File: src/tmrwg_pkg.sv
// Package with register map, field layout, mode codes and mode record type of the timer waveform block
// Operation
// - A nonzero channel action field routes that channel's compare output onto its pin, except code 01 in PWM modes on channel B or without toggle.
// - Non-PWM actions: 00 off, 01 toggle, 10 clear, 11 set on match.
// - Fast PWM: 10 clears on match, sets at TOP; 11 the inverse.
// - Fast PWM code 01 toggles channel A only in modes 14, 15; else disconnects.
// - Fast PWM: compare equal to TOP with upper bit set ignores match.
// - Dual-slope: 10 clears on up-count match, sets on down-count match; 11 inverse.
// - Dual-slope code 01 toggles channel A only in modes 8 to 11.
// - Mode is two bits of control A plus two bits of control B.
// - Modes 0, 4, 12 count normally or clear on match; immediate update, overflow at MAX.
// - Phase correct 1, 2, 3 fixed TOP; 10 capture, 11 compare A; reload TOP, flag BOTTOM.
// - Modes 8, 9 take TOP from capture or compare A; reload and flag at BOTTOM.
// - Fast PWM 5, 6, 7 fixed TOP; 14 capture, 15 compare A; reload and flag at TOP.
// - Control B: filter bit 7, edge bit 6, zero bit 5, mode 4:3, clock 2:0.
// - Dual-slope counter runs up to TOP then down to zero repeatedly.
// - Dual-slope code 10: compare at BOTTOM holds output low, at TOP holds it high; 11 inverse.
package tmrwg_pkg;
    // ==========================================================
    // Register byte offsets
    localparam logic [7:0] TMRWG_OFF_CTRL_A = 8'h00;
    localparam logic [7:0] TMRWG_OFF_CTRL_B = 8'h04;
    localparam logic [7:0] TMRWG_OFF_CMP_A = 8'h08;
    localparam logic [7:0] TMRWG_OFF_CMP_B = 8'h0C;
    localparam logic [7:0] TMRWG_OFF_CAPT = 8'h10;
    localparam logic [7:0] TMRWG_OFF_COUNT = 8'h14;
    localparam logic [7:0] TMRWG_OFF_IRQ_STAT = 8'h18;
    localparam logic [7:0] TMRWG_OFF_IRQ_CLR = 8'h1C;
    localparam logic [7:0] TMRWG_OFF_IRQ_EN = 8'h20;
    // ==========================================================
    // Field positions and reset values
    localparam int TMRWG_A_ACT_A_LSB = 6;
    localparam int TMRWG_A_ACT_B_LSB = 4;
    localparam int TMRWG_B_FILT_BIT = 7;
    localparam int TMRWG_B_EDGE_BIT = 6;
    localparam int TMRWG_B_MODE_LSB = 3;
    localparam logic [7:0] TMRWG_CTRL_A_WMASK = 8'hF3;
    localparam logic [7:0] TMRWG_CTRL_B_WMASK = 8'hDF;
    localparam logic [7:0] TMRWG_CTRL_RESET = 8'h00;
    localparam logic [15:0] TMRWG_MAX = 16'hFFFF;
    localparam logic [15:0] TMRWG_TOP_8BIT = 16'h00FF;
    localparam logic [15:0] TMRWG_TOP_9BIT = 16'h01FF;
    localparam logic [15:0] TMRWG_TOP_10BIT = 16'h03FF;
    localparam logic [1:0] TMRWG_IRQ_OVF = 2'h0;
    localparam logic [1:0] TMRWG_IRQ_MA = 2'h1;
    localparam logic [1:0] TMRWG_IRQ_MB = 2'h2;
    // ==========================================================
    // Waveform kinds and TOP sources
    typedef enum logic [1:0] {
        TMRWG_KIND_NONPWM = 2'h0,
        TMRWG_KIND_FAST = 2'h1,
        TMRWG_KIND_DUAL = 2'h3
    } tmrwg_kind_t;
    typedef enum logic [1:0] {
        TMRWG_TOP_FIXED = 2'h0,
        TMRWG_TOP_CMPA = 2'h1,
        TMRWG_TOP_CAPT = 2'h2
    } tmrwg_topsrc_t;
    typedef enum logic [1:0] {
        TMRWG_EVT_MAX = 2'h0,
        TMRWG_EVT_TOP = 2'h1,
        TMRWG_EVT_BOTTOM = 2'h2,
        TMRWG_EVT_NOW = 2'h3
    } tmrwg_evt_t;
    typedef struct packed {
        tmrwg_kind_t kind;
        tmrwg_topsrc_t top_src;
        logic [15:0] fixed_top;
        tmrwg_evt_t reload_at;
        tmrwg_evt_t ovf_at;
        logic toggle_ok;
    } tmrwg_mode_t;
endpackage

File: src/tmrwg_chan.sv
// One compare output channel: action decode, output register and pin mux
`timescale 1ns/1ps
`default_nettype none
module tmrwg_chan
    import tmrwg_pkg::*;
#(
    parameter bit IS_CHAN_A = 1'b1
) (
    input wire logic mclk,
    input wire logic reset,
    input wire tmrwg_mode_t mode,
    input wire logic [1:0] action,
    input wire logic tick,
    input wire logic match,
    input wire logic at_top,
    input wire logic at_bottom,
    input wire logic up,
    input wire logic cmp_is_top,
    input wire logic cmp_is_bot,
    input wire logic port_data,
    output logic wave_out,
    output logic pin_out,
    output logic connected
);
    logic wave_q;
    logic wave_d;
    logic tog_ok;
    logic tog_match;
    logic dual_fix;
    assign tog_ok = IS_CHAN_A && mode.toggle_ok;
    assign tog_match = match && (action == 2'h1) && ((mode.kind == TMRWG_KIND_NONPWM) || tog_ok);
    // Dual-slope extremes are held statically so the pin never glitches on BOTTOM or TOP
    assign dual_fix = cmp_is_bot || cmp_is_top;
    assign connected = (action != 2'h0) && ((mode.kind == TMRWG_KIND_NONPWM) ||
        (action[1] == 1'b1) || tog_ok);
    always_comb begin
        wave_d = wave_q;
        if (tick) begin
            if (tog_match) begin
                wave_d = ~wave_q;
            end else if (mode.kind == TMRWG_KIND_NONPWM) begin
                if (match && action[1]) begin
                    wave_d = action[0];
                end
            end else if (mode.kind == TMRWG_KIND_FAST && action[1]) begin
                if (at_top) begin
                    wave_d = ~action[0];
                end else if (match && !cmp_is_top) begin
                    wave_d = action[0];
                end
            end else if (mode.kind == TMRWG_KIND_DUAL && action[1]) begin
                if (dual_fix) begin
                    wave_d = cmp_is_top ^ action[0];
                end else if (match) begin
                    wave_d = up ? action[0] : ~action[0];
                end
            end
        end
    end
    always_ff @(posedge mclk or posedge reset) begin
        if (reset) begin
            wave_q <= 1'b0;
        end else begin
            wave_q <= wave_d;
        end
    end
    assign wave_out = wave_q;
    assign pin_out = connected ? wave_q : port_data;
    chk_fast_top_sets: assert property (@(posedge mclk) disable iff (reset)
        (tick && at_top && mode.kind == TMRWG_KIND_FAST && action == 2'h2 && !tog_match)
        |=> wave_q == 1'b1) else $error("fast pwm top did not set output");
    chk_pin_mux: assert property (@(posedge mclk) disable iff (reset)
        connected |-> pin_out == wave_q) else $error("pin not showing compare output");
    chk_nonpwm_toggle: assert property (@(posedge mclk) disable iff (reset)
        (tick && match && action == 2'h1 && mode.kind == TMRWG_KIND_NONPWM)
        |=> wave_q != $past(wave_q)) else $error("toggle on match missing");
endmodule
`default_nettype wire

File: src/tmrwg_top.sv
// Timer waveform mode decode with counter, compare channels and AHB-Lite registers
//
// The AHB-Lite slave port and the address map are this design's own decisions.
`timescale 1ns/1ps
`default_nettype none
module tmrwg_top
    import tmrwg_pkg::*;
#(
    parameter int CNT_W = 16
) (
    input wire logic mclk,
    input wire logic reset,
    input wire logic hsel,
    input wire logic [31:0] haddr,
    input wire logic [1:0] htrans,
    input wire logic hwrite,
    input wire logic [2:0] hsize,
    input wire logic [31:0] hwdata,
    input wire logic hready,
    output logic [31:0] hrdata,
    output logic hreadyout,
    output logic hresp,
    input wire logic port_data_a,
    input wire logic port_data_b,
    output logic chan_a_wave_out,
    output logic chan_b_wave_out,
    output logic pin_a_out,
    output logic pin_b_out,
    output logic pin_a_connected,
    output logic pin_b_connected,
    output logic irq
);
    // ==========================================================
    // Bus slave
    logic wr_pend_q;
    logic [7:0] wr_addr_q;
    logic [7:0] rd_addr;
    logic take;
    logic [7:0] ctrl_a_q;
    logic [7:0] ctrl_b_q;
    logic [CNT_W-1:0] cmp_a_buf_q;
    logic [CNT_W-1:0] cmp_b_buf_q;
    logic [CNT_W-1:0] cmp_a_q;
    logic [CNT_W-1:0] cmp_b_q;
    logic [CNT_W-1:0] capt_q;
    logic [CNT_W-1:0] cnt_q;
    logic [CNT_W-1:0] cnt_d;
    logic up_q;
    logic [2:0] stat_q;
    logic [2:0] stat_d;
    logic [2:0] irq_en_q;
    logic [31:0] rdata_d;
    logic [31:0] rdata_q;
    logic wr_ctrl_a;
    logic wr_ctrl_b;
    logic wr_cmp_a;
    logic wr_cmp_b;
    logic wr_capt;
    logic wr_count;
    logic wr_clr;
    logic wr_en;
    assign take = hsel && hready && htrans[1];
    assign rd_addr = haddr[7:0];
    assign wr_ctrl_a = wr_pend_q && (wr_addr_q == TMRWG_OFF_CTRL_A);
    assign wr_ctrl_b = wr_pend_q && (wr_addr_q == TMRWG_OFF_CTRL_B);
    assign wr_cmp_a = wr_pend_q && (wr_addr_q == TMRWG_OFF_CMP_A);
    assign wr_cmp_b = wr_pend_q && (wr_addr_q == TMRWG_OFF_CMP_B);
    assign wr_capt = wr_pend_q && (wr_addr_q == TMRWG_OFF_CAPT);
    assign wr_count = wr_pend_q && (wr_addr_q == TMRWG_OFF_COUNT);
    assign wr_clr = wr_pend_q && (wr_addr_q == TMRWG_OFF_IRQ_CLR);
    assign wr_en = wr_pend_q && (wr_addr_q == TMRWG_OFF_IRQ_EN);
    always_comb begin
        rdata_d = 32'h00000000;
        if (rd_addr == TMRWG_OFF_CTRL_A) begin
            rdata_d = {24'h000000, ctrl_a_q};
        end else if (rd_addr == TMRWG_OFF_CTRL_B) begin
            rdata_d = {24'h000000, ctrl_b_q};
        end else if (rd_addr == TMRWG_OFF_CMP_A) begin
            rdata_d = {16'h0000, cmp_a_buf_q};
        end else if (rd_addr == TMRWG_OFF_CMP_B) begin
            rdata_d = {16'h0000, cmp_b_buf_q};
        end else if (rd_addr == TMRWG_OFF_CAPT) begin
            rdata_d = {16'h0000, capt_q};
        end else if (rd_addr == TMRWG_OFF_COUNT) begin
            rdata_d = {16'h0000, cnt_q};
        end else if (rd_addr == TMRWG_OFF_IRQ_STAT) begin
            rdata_d = {29'h00000000, stat_q};
        end else if (rd_addr == TMRWG_OFF_IRQ_EN) begin
            rdata_d = {29'h00000000, irq_en_q};
        end
    end
    always_ff @(posedge mclk or posedge reset) begin
        if (reset) begin
            wr_pend_q <= 1'b0;
            wr_addr_q <= 8'h00;
            rdata_q <= 32'h00000000;
        end else begin
            wr_pend_q <= take && hwrite;
            wr_addr_q <= rd_addr;
            if (take && !hwrite) begin
                rdata_q <= rdata_d;
            end
        end
    end
    // Zero wait states: every transfer completes in its first data phase
    assign hreadyout = 1'b1;
    assign hresp = 1'b0;
    assign hrdata = rdata_q;
    // ==========================================================
    // Control registers
    always_ff @(posedge mclk or posedge reset) begin
        if (reset) begin
            ctrl_a_q <= TMRWG_CTRL_RESET;
            ctrl_b_q <= TMRWG_CTRL_RESET;
            irq_en_q <= 3'h0;
            capt_q <= '0;
        end else begin
            if (wr_ctrl_a) begin
                ctrl_a_q <= hwdata[7:0] & TMRWG_CTRL_A_WMASK;
            end
            if (wr_ctrl_b) begin
                ctrl_b_q <= hwdata[7:0] & TMRWG_CTRL_B_WMASK;
            end
            if (wr_en) begin
                irq_en_q <= hwdata[2:0];
            end
            if (wr_capt) begin
                capt_q <= hwdata[CNT_W-1:0];
            end
        end
    end
    // ==========================================================
    // Mode decode
    logic [3:0] waveform_mode_select;
    logic [1:0] chan_a_output_action;
    logic [1:0] chan_b_output_action;
    logic [2:0] clock_source_select;
    tmrwg_mode_t mode;
    assign waveform_mode_select = {ctrl_b_q[TMRWG_B_MODE_LSB+:2], ctrl_a_q[1:0]};
    assign chan_a_output_action = ctrl_a_q[TMRWG_A_ACT_A_LSB+:2];
    assign chan_b_output_action = ctrl_a_q[TMRWG_A_ACT_B_LSB+:2];
    assign clock_source_select = ctrl_b_q[2:0];
    always_comb begin
        mode = '{TMRWG_KIND_NONPWM, TMRWG_TOP_FIXED, TMRWG_MAX, TMRWG_EVT_NOW,
            TMRWG_EVT_MAX, 1'b0};
        case (waveform_mode_select)
            4'h1: mode = '{TMRWG_KIND_DUAL, TMRWG_TOP_FIXED, TMRWG_TOP_8BIT, TMRWG_EVT_TOP,
                TMRWG_EVT_BOTTOM, 1'b0};
            4'h2: mode = '{TMRWG_KIND_DUAL, TMRWG_TOP_FIXED, TMRWG_TOP_9BIT, TMRWG_EVT_TOP,
                TMRWG_EVT_BOTTOM, 1'b0};
            4'h3: mode = '{TMRWG_KIND_DUAL, TMRWG_TOP_FIXED, TMRWG_TOP_10BIT, TMRWG_EVT_TOP,
                TMRWG_EVT_BOTTOM, 1'b0};
            4'h4: mode.top_src = TMRWG_TOP_CMPA;
            4'h5: mode = '{TMRWG_KIND_FAST, TMRWG_TOP_FIXED, TMRWG_TOP_8BIT, TMRWG_EVT_TOP,
                TMRWG_EVT_TOP, 1'b0};
            4'h6: mode = '{TMRWG_KIND_FAST, TMRWG_TOP_FIXED, TMRWG_TOP_9BIT, TMRWG_EVT_TOP,
                TMRWG_EVT_TOP, 1'b0};
            4'h7: mode = '{TMRWG_KIND_FAST, TMRWG_TOP_FIXED, TMRWG_TOP_10BIT, TMRWG_EVT_TOP,
                TMRWG_EVT_TOP, 1'b0};
            4'h8: mode = '{TMRWG_KIND_DUAL, TMRWG_TOP_CAPT, TMRWG_MAX, TMRWG_EVT_BOTTOM,
                TMRWG_EVT_BOTTOM, 1'b1};
            4'h9: mode = '{TMRWG_KIND_DUAL, TMRWG_TOP_CMPA, TMRWG_MAX, TMRWG_EVT_BOTTOM,
                TMRWG_EVT_BOTTOM, 1'b1};
            4'hA: mode = '{TMRWG_KIND_DUAL, TMRWG_TOP_CAPT, TMRWG_MAX, TMRWG_EVT_TOP,
                TMRWG_EVT_BOTTOM, 1'b1};
            4'hB: mode = '{TMRWG_KIND_DUAL, TMRWG_TOP_CMPA, TMRWG_MAX, TMRWG_EVT_TOP,
                TMRWG_EVT_BOTTOM, 1'b1};
            4'hC: mode.top_src = TMRWG_TOP_CAPT;
            4'hE: mode = '{TMRWG_KIND_FAST, TMRWG_TOP_CAPT, TMRWG_MAX, TMRWG_EVT_TOP,
                TMRWG_EVT_TOP, 1'b1};
            4'hF: mode = '{TMRWG_KIND_FAST, TMRWG_TOP_CMPA, TMRWG_MAX, TMRWG_EVT_TOP,
                TMRWG_EVT_TOP, 1'b1};
            default: ;
        endcase
    end
    // ==========================================================
    // Prescaler: clock select gives a one-cycle count enable
    logic [9:0] pre_q;
    logic tick;
    always_ff @(posedge mclk or posedge reset) begin
        if (reset) begin
            pre_q <= 10'h000;
        end else begin
            pre_q <= pre_q + 10'h001;
        end
    end
    // External clock codes 6 and 7 are not wired here and stop the counter
    assign tick = (clock_source_select == 3'h1) ||
        (clock_source_select == 3'h2 && pre_q[2:0] == 3'h7) ||
        (clock_source_select == 3'h3 && pre_q[5:0] == 6'h3F) ||
        (clock_source_select == 3'h4 && pre_q[7:0] == 8'hFF) ||
        (clock_source_select == 3'h5 && pre_q == 10'h3FF);
    // ==========================================================
    // Counter and compare buffers
    logic [CNT_W-1:0] top;
    logic at_top;
    logic at_bottom;
    logic at_max;
    logic reload;
    logic ovf_evt;
    logic match_a;
    logic match_b;
    assign top = (mode.top_src == TMRWG_TOP_CMPA) ? cmp_a_q :
        (mode.top_src == TMRWG_TOP_CAPT) ? capt_q : mode.fixed_top[CNT_W-1:0];
    assign at_top = (cnt_q == top);
    assign at_bottom = (cnt_q == '0);
    assign at_max = (cnt_q == TMRWG_MAX[CNT_W-1:0]);
    assign reload = tick && ((mode.reload_at == TMRWG_EVT_TOP && at_top) ||
        (mode.reload_at == TMRWG_EVT_BOTTOM && at_bottom));
    assign ovf_evt = tick && ((mode.ovf_at == TMRWG_EVT_MAX && at_max) ||
        (mode.ovf_at == TMRWG_EVT_TOP && at_top) ||
        (mode.ovf_at == TMRWG_EVT_BOTTOM && at_bottom && !up_q));
    assign match_a = (cnt_q == cmp_a_q);
    assign match_b = (cnt_q == cmp_b_q);
    always_comb begin
        cnt_d = cnt_q + 1'b1;
        if (mode.kind == TMRWG_KIND_DUAL) begin
            cnt_d = (up_q && !at_top) || at_bottom ? cnt_q + 1'b1 : cnt_q - 1'b1;
        end else if ((at_top && mode.top_src != TMRWG_TOP_FIXED) ||
            (at_top && mode.kind != TMRWG_KIND_NONPWM)) begin
            cnt_d = '0;
        end
    end
    always_ff @(posedge mclk or posedge reset) begin
        if (reset) begin
            cnt_q <= '0;
            up_q <= 1'b1;
            cmp_a_q <= '0;
            cmp_b_q <= '0;
            cmp_a_buf_q <= '0;
            cmp_b_buf_q <= '0;
        end else begin
            if (wr_count) begin
                cnt_q <= hwdata[CNT_W-1:0];
            end else if (tick) begin
                cnt_q <= cnt_d;
                if (at_top) begin
                    up_q <= 1'b0;
                end else if (at_bottom) begin
                    up_q <= 1'b1;
                end
            end
            if (wr_cmp_a) begin
                cmp_a_buf_q <= hwdata[CNT_W-1:0];
            end
            if (wr_cmp_b) begin
                cmp_b_buf_q <= hwdata[CNT_W-1:0];
            end
            if (reload || mode.reload_at == TMRWG_EVT_NOW) begin
                cmp_a_q <= cmp_a_buf_q;
                cmp_b_q <= cmp_b_buf_q;
            end
        end
    end
    // ==========================================================
    // Compare channels
    tmrwg_chan #(.IS_CHAN_A(1'b1)) u_chan_a (
        .mclk(mclk), .reset(reset), .mode(mode), .action(chan_a_output_action),
        .tick(tick), .match(match_a), .at_top(at_top), .at_bottom(at_bottom),
        .up(up_q), .cmp_is_top(cmp_a_q == top), .cmp_is_bot(cmp_a_q == '0),
        .port_data(port_data_a), .wave_out(chan_a_wave_out), .pin_out(pin_a_out),
        .connected(pin_a_connected)
    );
    tmrwg_chan #(.IS_CHAN_A(1'b0)) u_chan_b (
        .mclk(mclk), .reset(reset), .mode(mode), .action(chan_b_output_action),
        .tick(tick), .match(match_b), .at_top(at_top), .at_bottom(at_bottom),
        .up(up_q), .cmp_is_top(cmp_b_q == top), .cmp_is_bot(cmp_b_q == '0),
        .port_data(port_data_b), .wave_out(chan_b_wave_out), .pin_out(pin_b_out),
        .connected(pin_b_connected)
    );
    // ==========================================================
    // Interrupt status: set wins over a clear in the same cycle
    always_comb begin
        stat_d = stat_q & ~(wr_clr ? hwdata[2:0] : 3'h0);
        stat_d[TMRWG_IRQ_OVF] = stat_d[TMRWG_IRQ_OVF] | ovf_evt;
        stat_d[TMRWG_IRQ_MA] = stat_d[TMRWG_IRQ_MA] | (tick && match_a);
        stat_d[TMRWG_IRQ_MB] = stat_d[TMRWG_IRQ_MB] | (tick && match_b);
    end
    always_ff @(posedge mclk or posedge reset) begin
        if (reset) begin
            stat_q <= 3'h0;
        end else begin
            stat_q <= stat_d;
        end
    end
    assign irq = |(stat_q & irq_en_q);
    // ==========================================================
    // Checks
    chk_mode_form: assert property (@(posedge mclk) disable iff (reset)
        waveform_mode_select == {ctrl_b_q[4:3], ctrl_a_q[1:0]}) else $error("mode bits wrong");
    chk_ctrl_b_zero: assert property (@(posedge mclk) disable iff (reset)
        ctrl_b_q[5] == 1'b0) else $error("control b bit 5 not zero");
    chk_fast_ovf: assert property (@(posedge mclk) disable iff (reset)
        (tick && at_top && mode.kind == TMRWG_KIND_FAST) |=> stat_q[0]) else $error("no ovf at top");
    chk_dual_turn: assert property (@(posedge mclk) disable iff (reset)
        (tick && !wr_count && at_top && mode.kind == TMRWG_KIND_DUAL && top != '0) |=> !up_q)
        else $error("no turn at top");
    chk_reserved_mode: assert property (@(posedge mclk) disable iff (reset)
        waveform_mode_select == 4'hD |-> mode.kind == TMRWG_KIND_NONPWM) else $error("mode 13 wrong");
    chk_conn_a: assert property (@(posedge mclk) disable iff (reset)
        (mode.kind == TMRWG_KIND_NONPWM && chan_a_output_action != 2'h0) |-> pin_a_connected)
        else $error("channel a not connected");
    chk_b_toggle_off: assert property (@(posedge mclk) disable iff (reset)
        (mode.kind != TMRWG_KIND_NONPWM && chan_b_output_action == 2'h1) |-> !pin_b_connected)
        else $error("channel b toggle connected");
    chk_ctc_clear: assert property (@(posedge mclk) disable iff (reset)
        (tick && !wr_count && at_top && mode.kind == TMRWG_KIND_NONPWM) |=> cnt_q == '0)
        else $error("counter not cleared at top");
endmodule
`default_nettype wire

File: config.mk
export PLATFORM = sky130hd
export DESIGN_NAME = tmrwg_top
export DESIGN_NICKNAME = d
export VERILOG_FILES = /design/src/tmrwg_pkg.sv /design/src/tmrwg_chan.sv /design/src/tmrwg_top.sv
export SDC_FILE = /design/constraint.sdc
export NUM_CORES = 1
export LEC_CHECK = 0
export ABC_AREA = 1
export BUFFER_PORTS_ARGS = -buffer_cell sky130_fd_sc_hd__buf_2
export CAP_MARGIN = 5
export CORE_MARGIN = 2
export CORE_UTILIZATION = 42
export DETAILED_ROUTE_END_ITERATION = 12
export PLACE_DENSITY = 0.61
export SYNTH_ARGS = -nofsm -noshare
export SYNTH_HDL_FRONTEND = slang
export SYNTH_SLANG_ARGS = --single-unit
File: constraint.sdc
create_clock -name mclk -period 6.95 [get_ports mclk]
set_clock_uncertainty 0.15 [all_clocks]
set_input_delay 1.0425 -clock mclk [delete_from_list [all_inputs] [get_ports mclk]]
set_output_delay 1.0425 -clock mclk [all_outputs]
set_load 0.01 [all_outputs]
==> summary.txt <==
Global routing
  • Initial antenna violation count: 0
  • Global route total overflow: 0
  • Global-route usage over all layers: between 20 and 30%
  • Wire length of the first global-routing pass: approximately 47 mm
  • Maximum number of pins on one net before global-route repair: 91
  • Vias in the first global route: 8329

Critical path
  • Crit Path Class: flip-flop to primary output
  • Startpoint class of the critical path: flip-flop
  • Max Fanout on Critical Path: 7
  • Kind of end point of the critical path: primary output
  • WP data arrival: around 2.8 ns
  • Data required, critical path: between 5 and 6 ns

STA
  • Relative slew margins: 22.14%
  • Top achievable clock speed: 249.9 MHz
  • Final setup violation count: 0
  • Final Hold Violating Endpoints: 0
  • Fin crit share: between 50% and 60%
  • Unrepaired setup endpoints after global routing: no
  • Fin. max-slew vios: 0
  • Total Neg Setup Slack: 0 ns
  • Clock period minus final worst setup slack: ~4.0 ns
  • Pin slew with the least headroom to its limit: 1.165 ns

Synth
  • Count of distinct cell types in the synthesized netlist: 51
  • Portion of the post-synthesis area used by sequential elements: 40.31%
  • Most area-hungry cell type in the Yosys netlist: sky130_fd_sc_hd__dfrtp_1
  • EDFF count, synth: 0
  • Summed instance area of the synthesized netlist: 9500 sq um
  • Flops & latches, synth: 153
  • Async set or reset register ratio after synthesis: 100.0%
  • Average cell area after synthesis: 7.063 sq um
  • Leading cell type by number of instances after synthesis: sky130_fd_sc_hd__nand2_1
  • Top cells by area, synth: sky130_fd_sc_hd__dfrtp_1, sky130_fd_sc_hd__nand2_1, sky130_fd_sc_hd__nand3_1, sky130_fd_sc_hd__o21ai_0, sky130_fd_sc_hd__inv_1
  • Number of instances in the synthesized netlist: 1345
  • Top post-synthesis cells by count: sky130_fd_sc_hd__nand2_1, sky130_fd_sc_hd__dfrtp_1, sky130_fd_sc_hd__inv_1
  • Most instantiated flip-flop cell in the synthesis netlist: sky130_fd_sc_hd__dfrtp_1
  • Yosys warning count: 0
  • Share of Yosys cell area claimed by the top area cell type: 40.04%

Clock network
  • Clock tree root driver cell: sky130_fd_sc_hd__clkbuf_16
  • Clock insertion delay at the later pin of the skew report: approximately 0.45 ns
  • CTS tree: done
  • Count of hold buffers inserted by post-cts repair: 0
  • CTS HTree Levels: 4
  • Number of clock buffers inserted by TritonCTS: 17
  • Clk pin slew, worst setup/hold paths: 0.07 ns
  • Num Clock Sinks: approximately 150
  • Longest Clk Path Bufs: 2
  • Post-CTS setup buffer count: 0
  • Cts repair resizes: 0

Power and ir drop
  • Clock network fraction of design power: a little under two fifths
  • Internal portion of total power: 1.640 mW
  • Net switching power of the design: 833.3 uW
  • Switching Fraction: 33.70%
  • Power per unit of standard cell area: roughly 240 nW/um^2
  • Combinational cell fraction of total power: between 20% and 30%
  • Static leakage power: 5.378 nW
  • Sequential group share of total power: roughly two fifths
  • Peak supply drop: roughly 120 uV

Floorplanning
  • DIE AREA: 23840 sq um
  • Count of boundary I/O pins: between 100 and 150
  • Std-Cell Core Area: 22430 sq um
  • Site Rows: 55
  • Effective utilization at floorplan: 42.35%
  • Die boundary height: around 150 um
  • Chip width: approximately 150 um

Cells and area
  • # nets final: 1453
  • Finished Cell Area: 10430 sq um
  • Growth of design area from synthesis to finish: 9.759%
  • Ratio of cells with drive above 1 in the final layout: 8.953%
  • Count of inserted antenna diode cells: 0

Drt
  • Avg WL per Cell: 17.89 um
  • Number of nets still failing antenna checks after routing: 0
  • Met2 Wirelength: between 10 and 15 mm
  • Vias per std cell: between 5 and 6
  • Top routing layer in use: met4
  • Amount of wire on met3 after detailed routing: 2.004 mm
  • M1 wire length: approximately 14 mm
  • DRC violation count after routing: 0
  • Total via count in the routed design: 9130
  • Number of detailed-route iterations in the first pass: 5
  • Initial DRC count: 1026
  • Drt total wl: 29.88 mm

Placement
  • Routability cong.: 0.9663
  • Post-DP Area: 9849 sq um
  • IO buf count: 54
  • Half-perimeter wire length after detailed placement: around 22 mm

Status
  • Result of the run: finished clean

Run
  • Number of max-capacitance violations reported: 0

Hold path
  • Path type of the worst min-delay path: flip-flop to flip-flop
-- sequential cells by signal (all words and copies together) (netlist names), 10 cells and up --
name / cells
cmp_a_buf_q: 16
cmp_b_buf_q: 16
cnt_q: 16
hrdata: 16
capt_q: 16
pre_q: 10
cmp_a_q: 16
cmp_b_q: 16
-- metrics by stage --
step                      util, %  setup slack [ns]  power (mW)  cells  hold WS, ns
after floorplan                 -             1.638       1.400   1361       0.2726
after global placement      43.90             3.174       1.537   1638       0.2959
after detailed placement    43.90             3.121       1.542   1638       0.3021
after CTS                   46.48             2.969       2.469   1670       0.3132
after global routing        46.48             2.771       2.587   1670       0.3620
final                       46.48             2.948       2.473   1670       0.3127
-- cells by family (layout without fill, tap and decap cells) --
kind of cell	Yosys count	after routing	synth area share, %
adders and majority gates	5	5	0.6585
and+or+nand+nor	713	713	32.21
other	2	18	0.07905
muxes	1	1	0.1185
DFF	153	153	40.31
xor gates and xnor gates	40	40	3.688
buffers and inverters	206	230	9.561
AOI/OAI and AO/OA	225	225	13.37
-- power by group through the flow --
stage / logic, mW / clock network [mW] / registers [mW]
3_5_place_dp: 0.498 / 0 / 1.04
6_report: 0.508 / 0.935 / 1.03
4_1_cts: 0.501 / 0.941 / 1.03
2_1_floorplan: 0.374 / 0 / 1.03
3_3_place_gp: 0.494 / 0 / 1.04
5_1_grt: 0.569 / 0.978 / 1.04
-- critical path, cell delays in order (launching register included) --
cell	delay (ns)
sky130_fd_sc_hd__dfrtp_1	0.51
sky130_fd_sc_hd__inv_1	0.14
sky130_fd_sc_hd__a21oi_1	0.37
sky130_fd_sc_hd__nor2_1	0.12
sky130_fd_sc_hd__nor2_1	0.48
sky130_fd_sc_hd__nand2_1	0.15
sky130_fd_sc_hd__nand2_1	0.14
sky130_fd_sc_hd__mux2_2	0.33
sky130_fd_sc_hd__buf_2	0.13
-- path summary, 6_finish.rpt --
kind                              from     endpoint  slack (ns)  cells past startpoint
max in group asynchronous        reset     pre_q[5]        4.69                      3
hold / removal                pre_q[0]     pre_q[0]        0.31                      1
setup reg to reg           ctrl_a_q[0]  cmp_b_q[13]        3.11                     14
min in group asynchronous        reset   hrdata[13]        0.62                      2
hold reg to reg               pre_q[0]     pre_q[0]        0.31                      1
setup / recovery           ctrl_b_q[4]    pin_b_out        2.95                      8
-- per-layer routing --
metal	global-route usage, %	vias to the layer above
met5	0	-
met4	10.93	0
met3	4.063	58
met2	37.73	337
met1	37.25	4308
li1	-	4427
-- layout by cell type (no fill, tap or decap), types with 17 or more instances in the layout --
master,Yosys,layout
sky130_fd_sc_hd__clkbuf_16,0,17
sky130_fd_sc_hd__inv_1,130,129
sky130_fd_sc_hd__nor2_1,97,97
sky130_fd_sc_hd__o21ai_0,120,120
sky130_fd_sc_hd__buf_2,3,54
sky130_fd_sc_hd__nand4_1,28,28
sky130_fd_sc_hd__a21oi_1,30,30
sky130_fd_sc_hd__nand3_1,121,121
sky130_fd_sc_hd__dfrtp_1,152,152
sky130_fd_sc_hd__nand2_1,417,417
sky130_fd_sc_hd__o21ai_1,26,26
sky130_fd_sc_hd__xor2_1,26,26
sky130_fd_sc_hd__conb_1,2,18
-- cell type report --
| cell class | instances | area (sq um) |
|---|---|---|
| sequential | 153 | 3830 |
| clock buffer | 19 | 442.9 |
| timing repair buffer | 59 | 307.8 |
| tap | 285 | 356.6 |
| clock inverter | 13 | 135.1 |
| inverter | 139 | 526.8 |
| fill | 2285 | 12010 |
| multi-input combinational | 1002 | 4828 |
(Power assumes the default switching activity.)
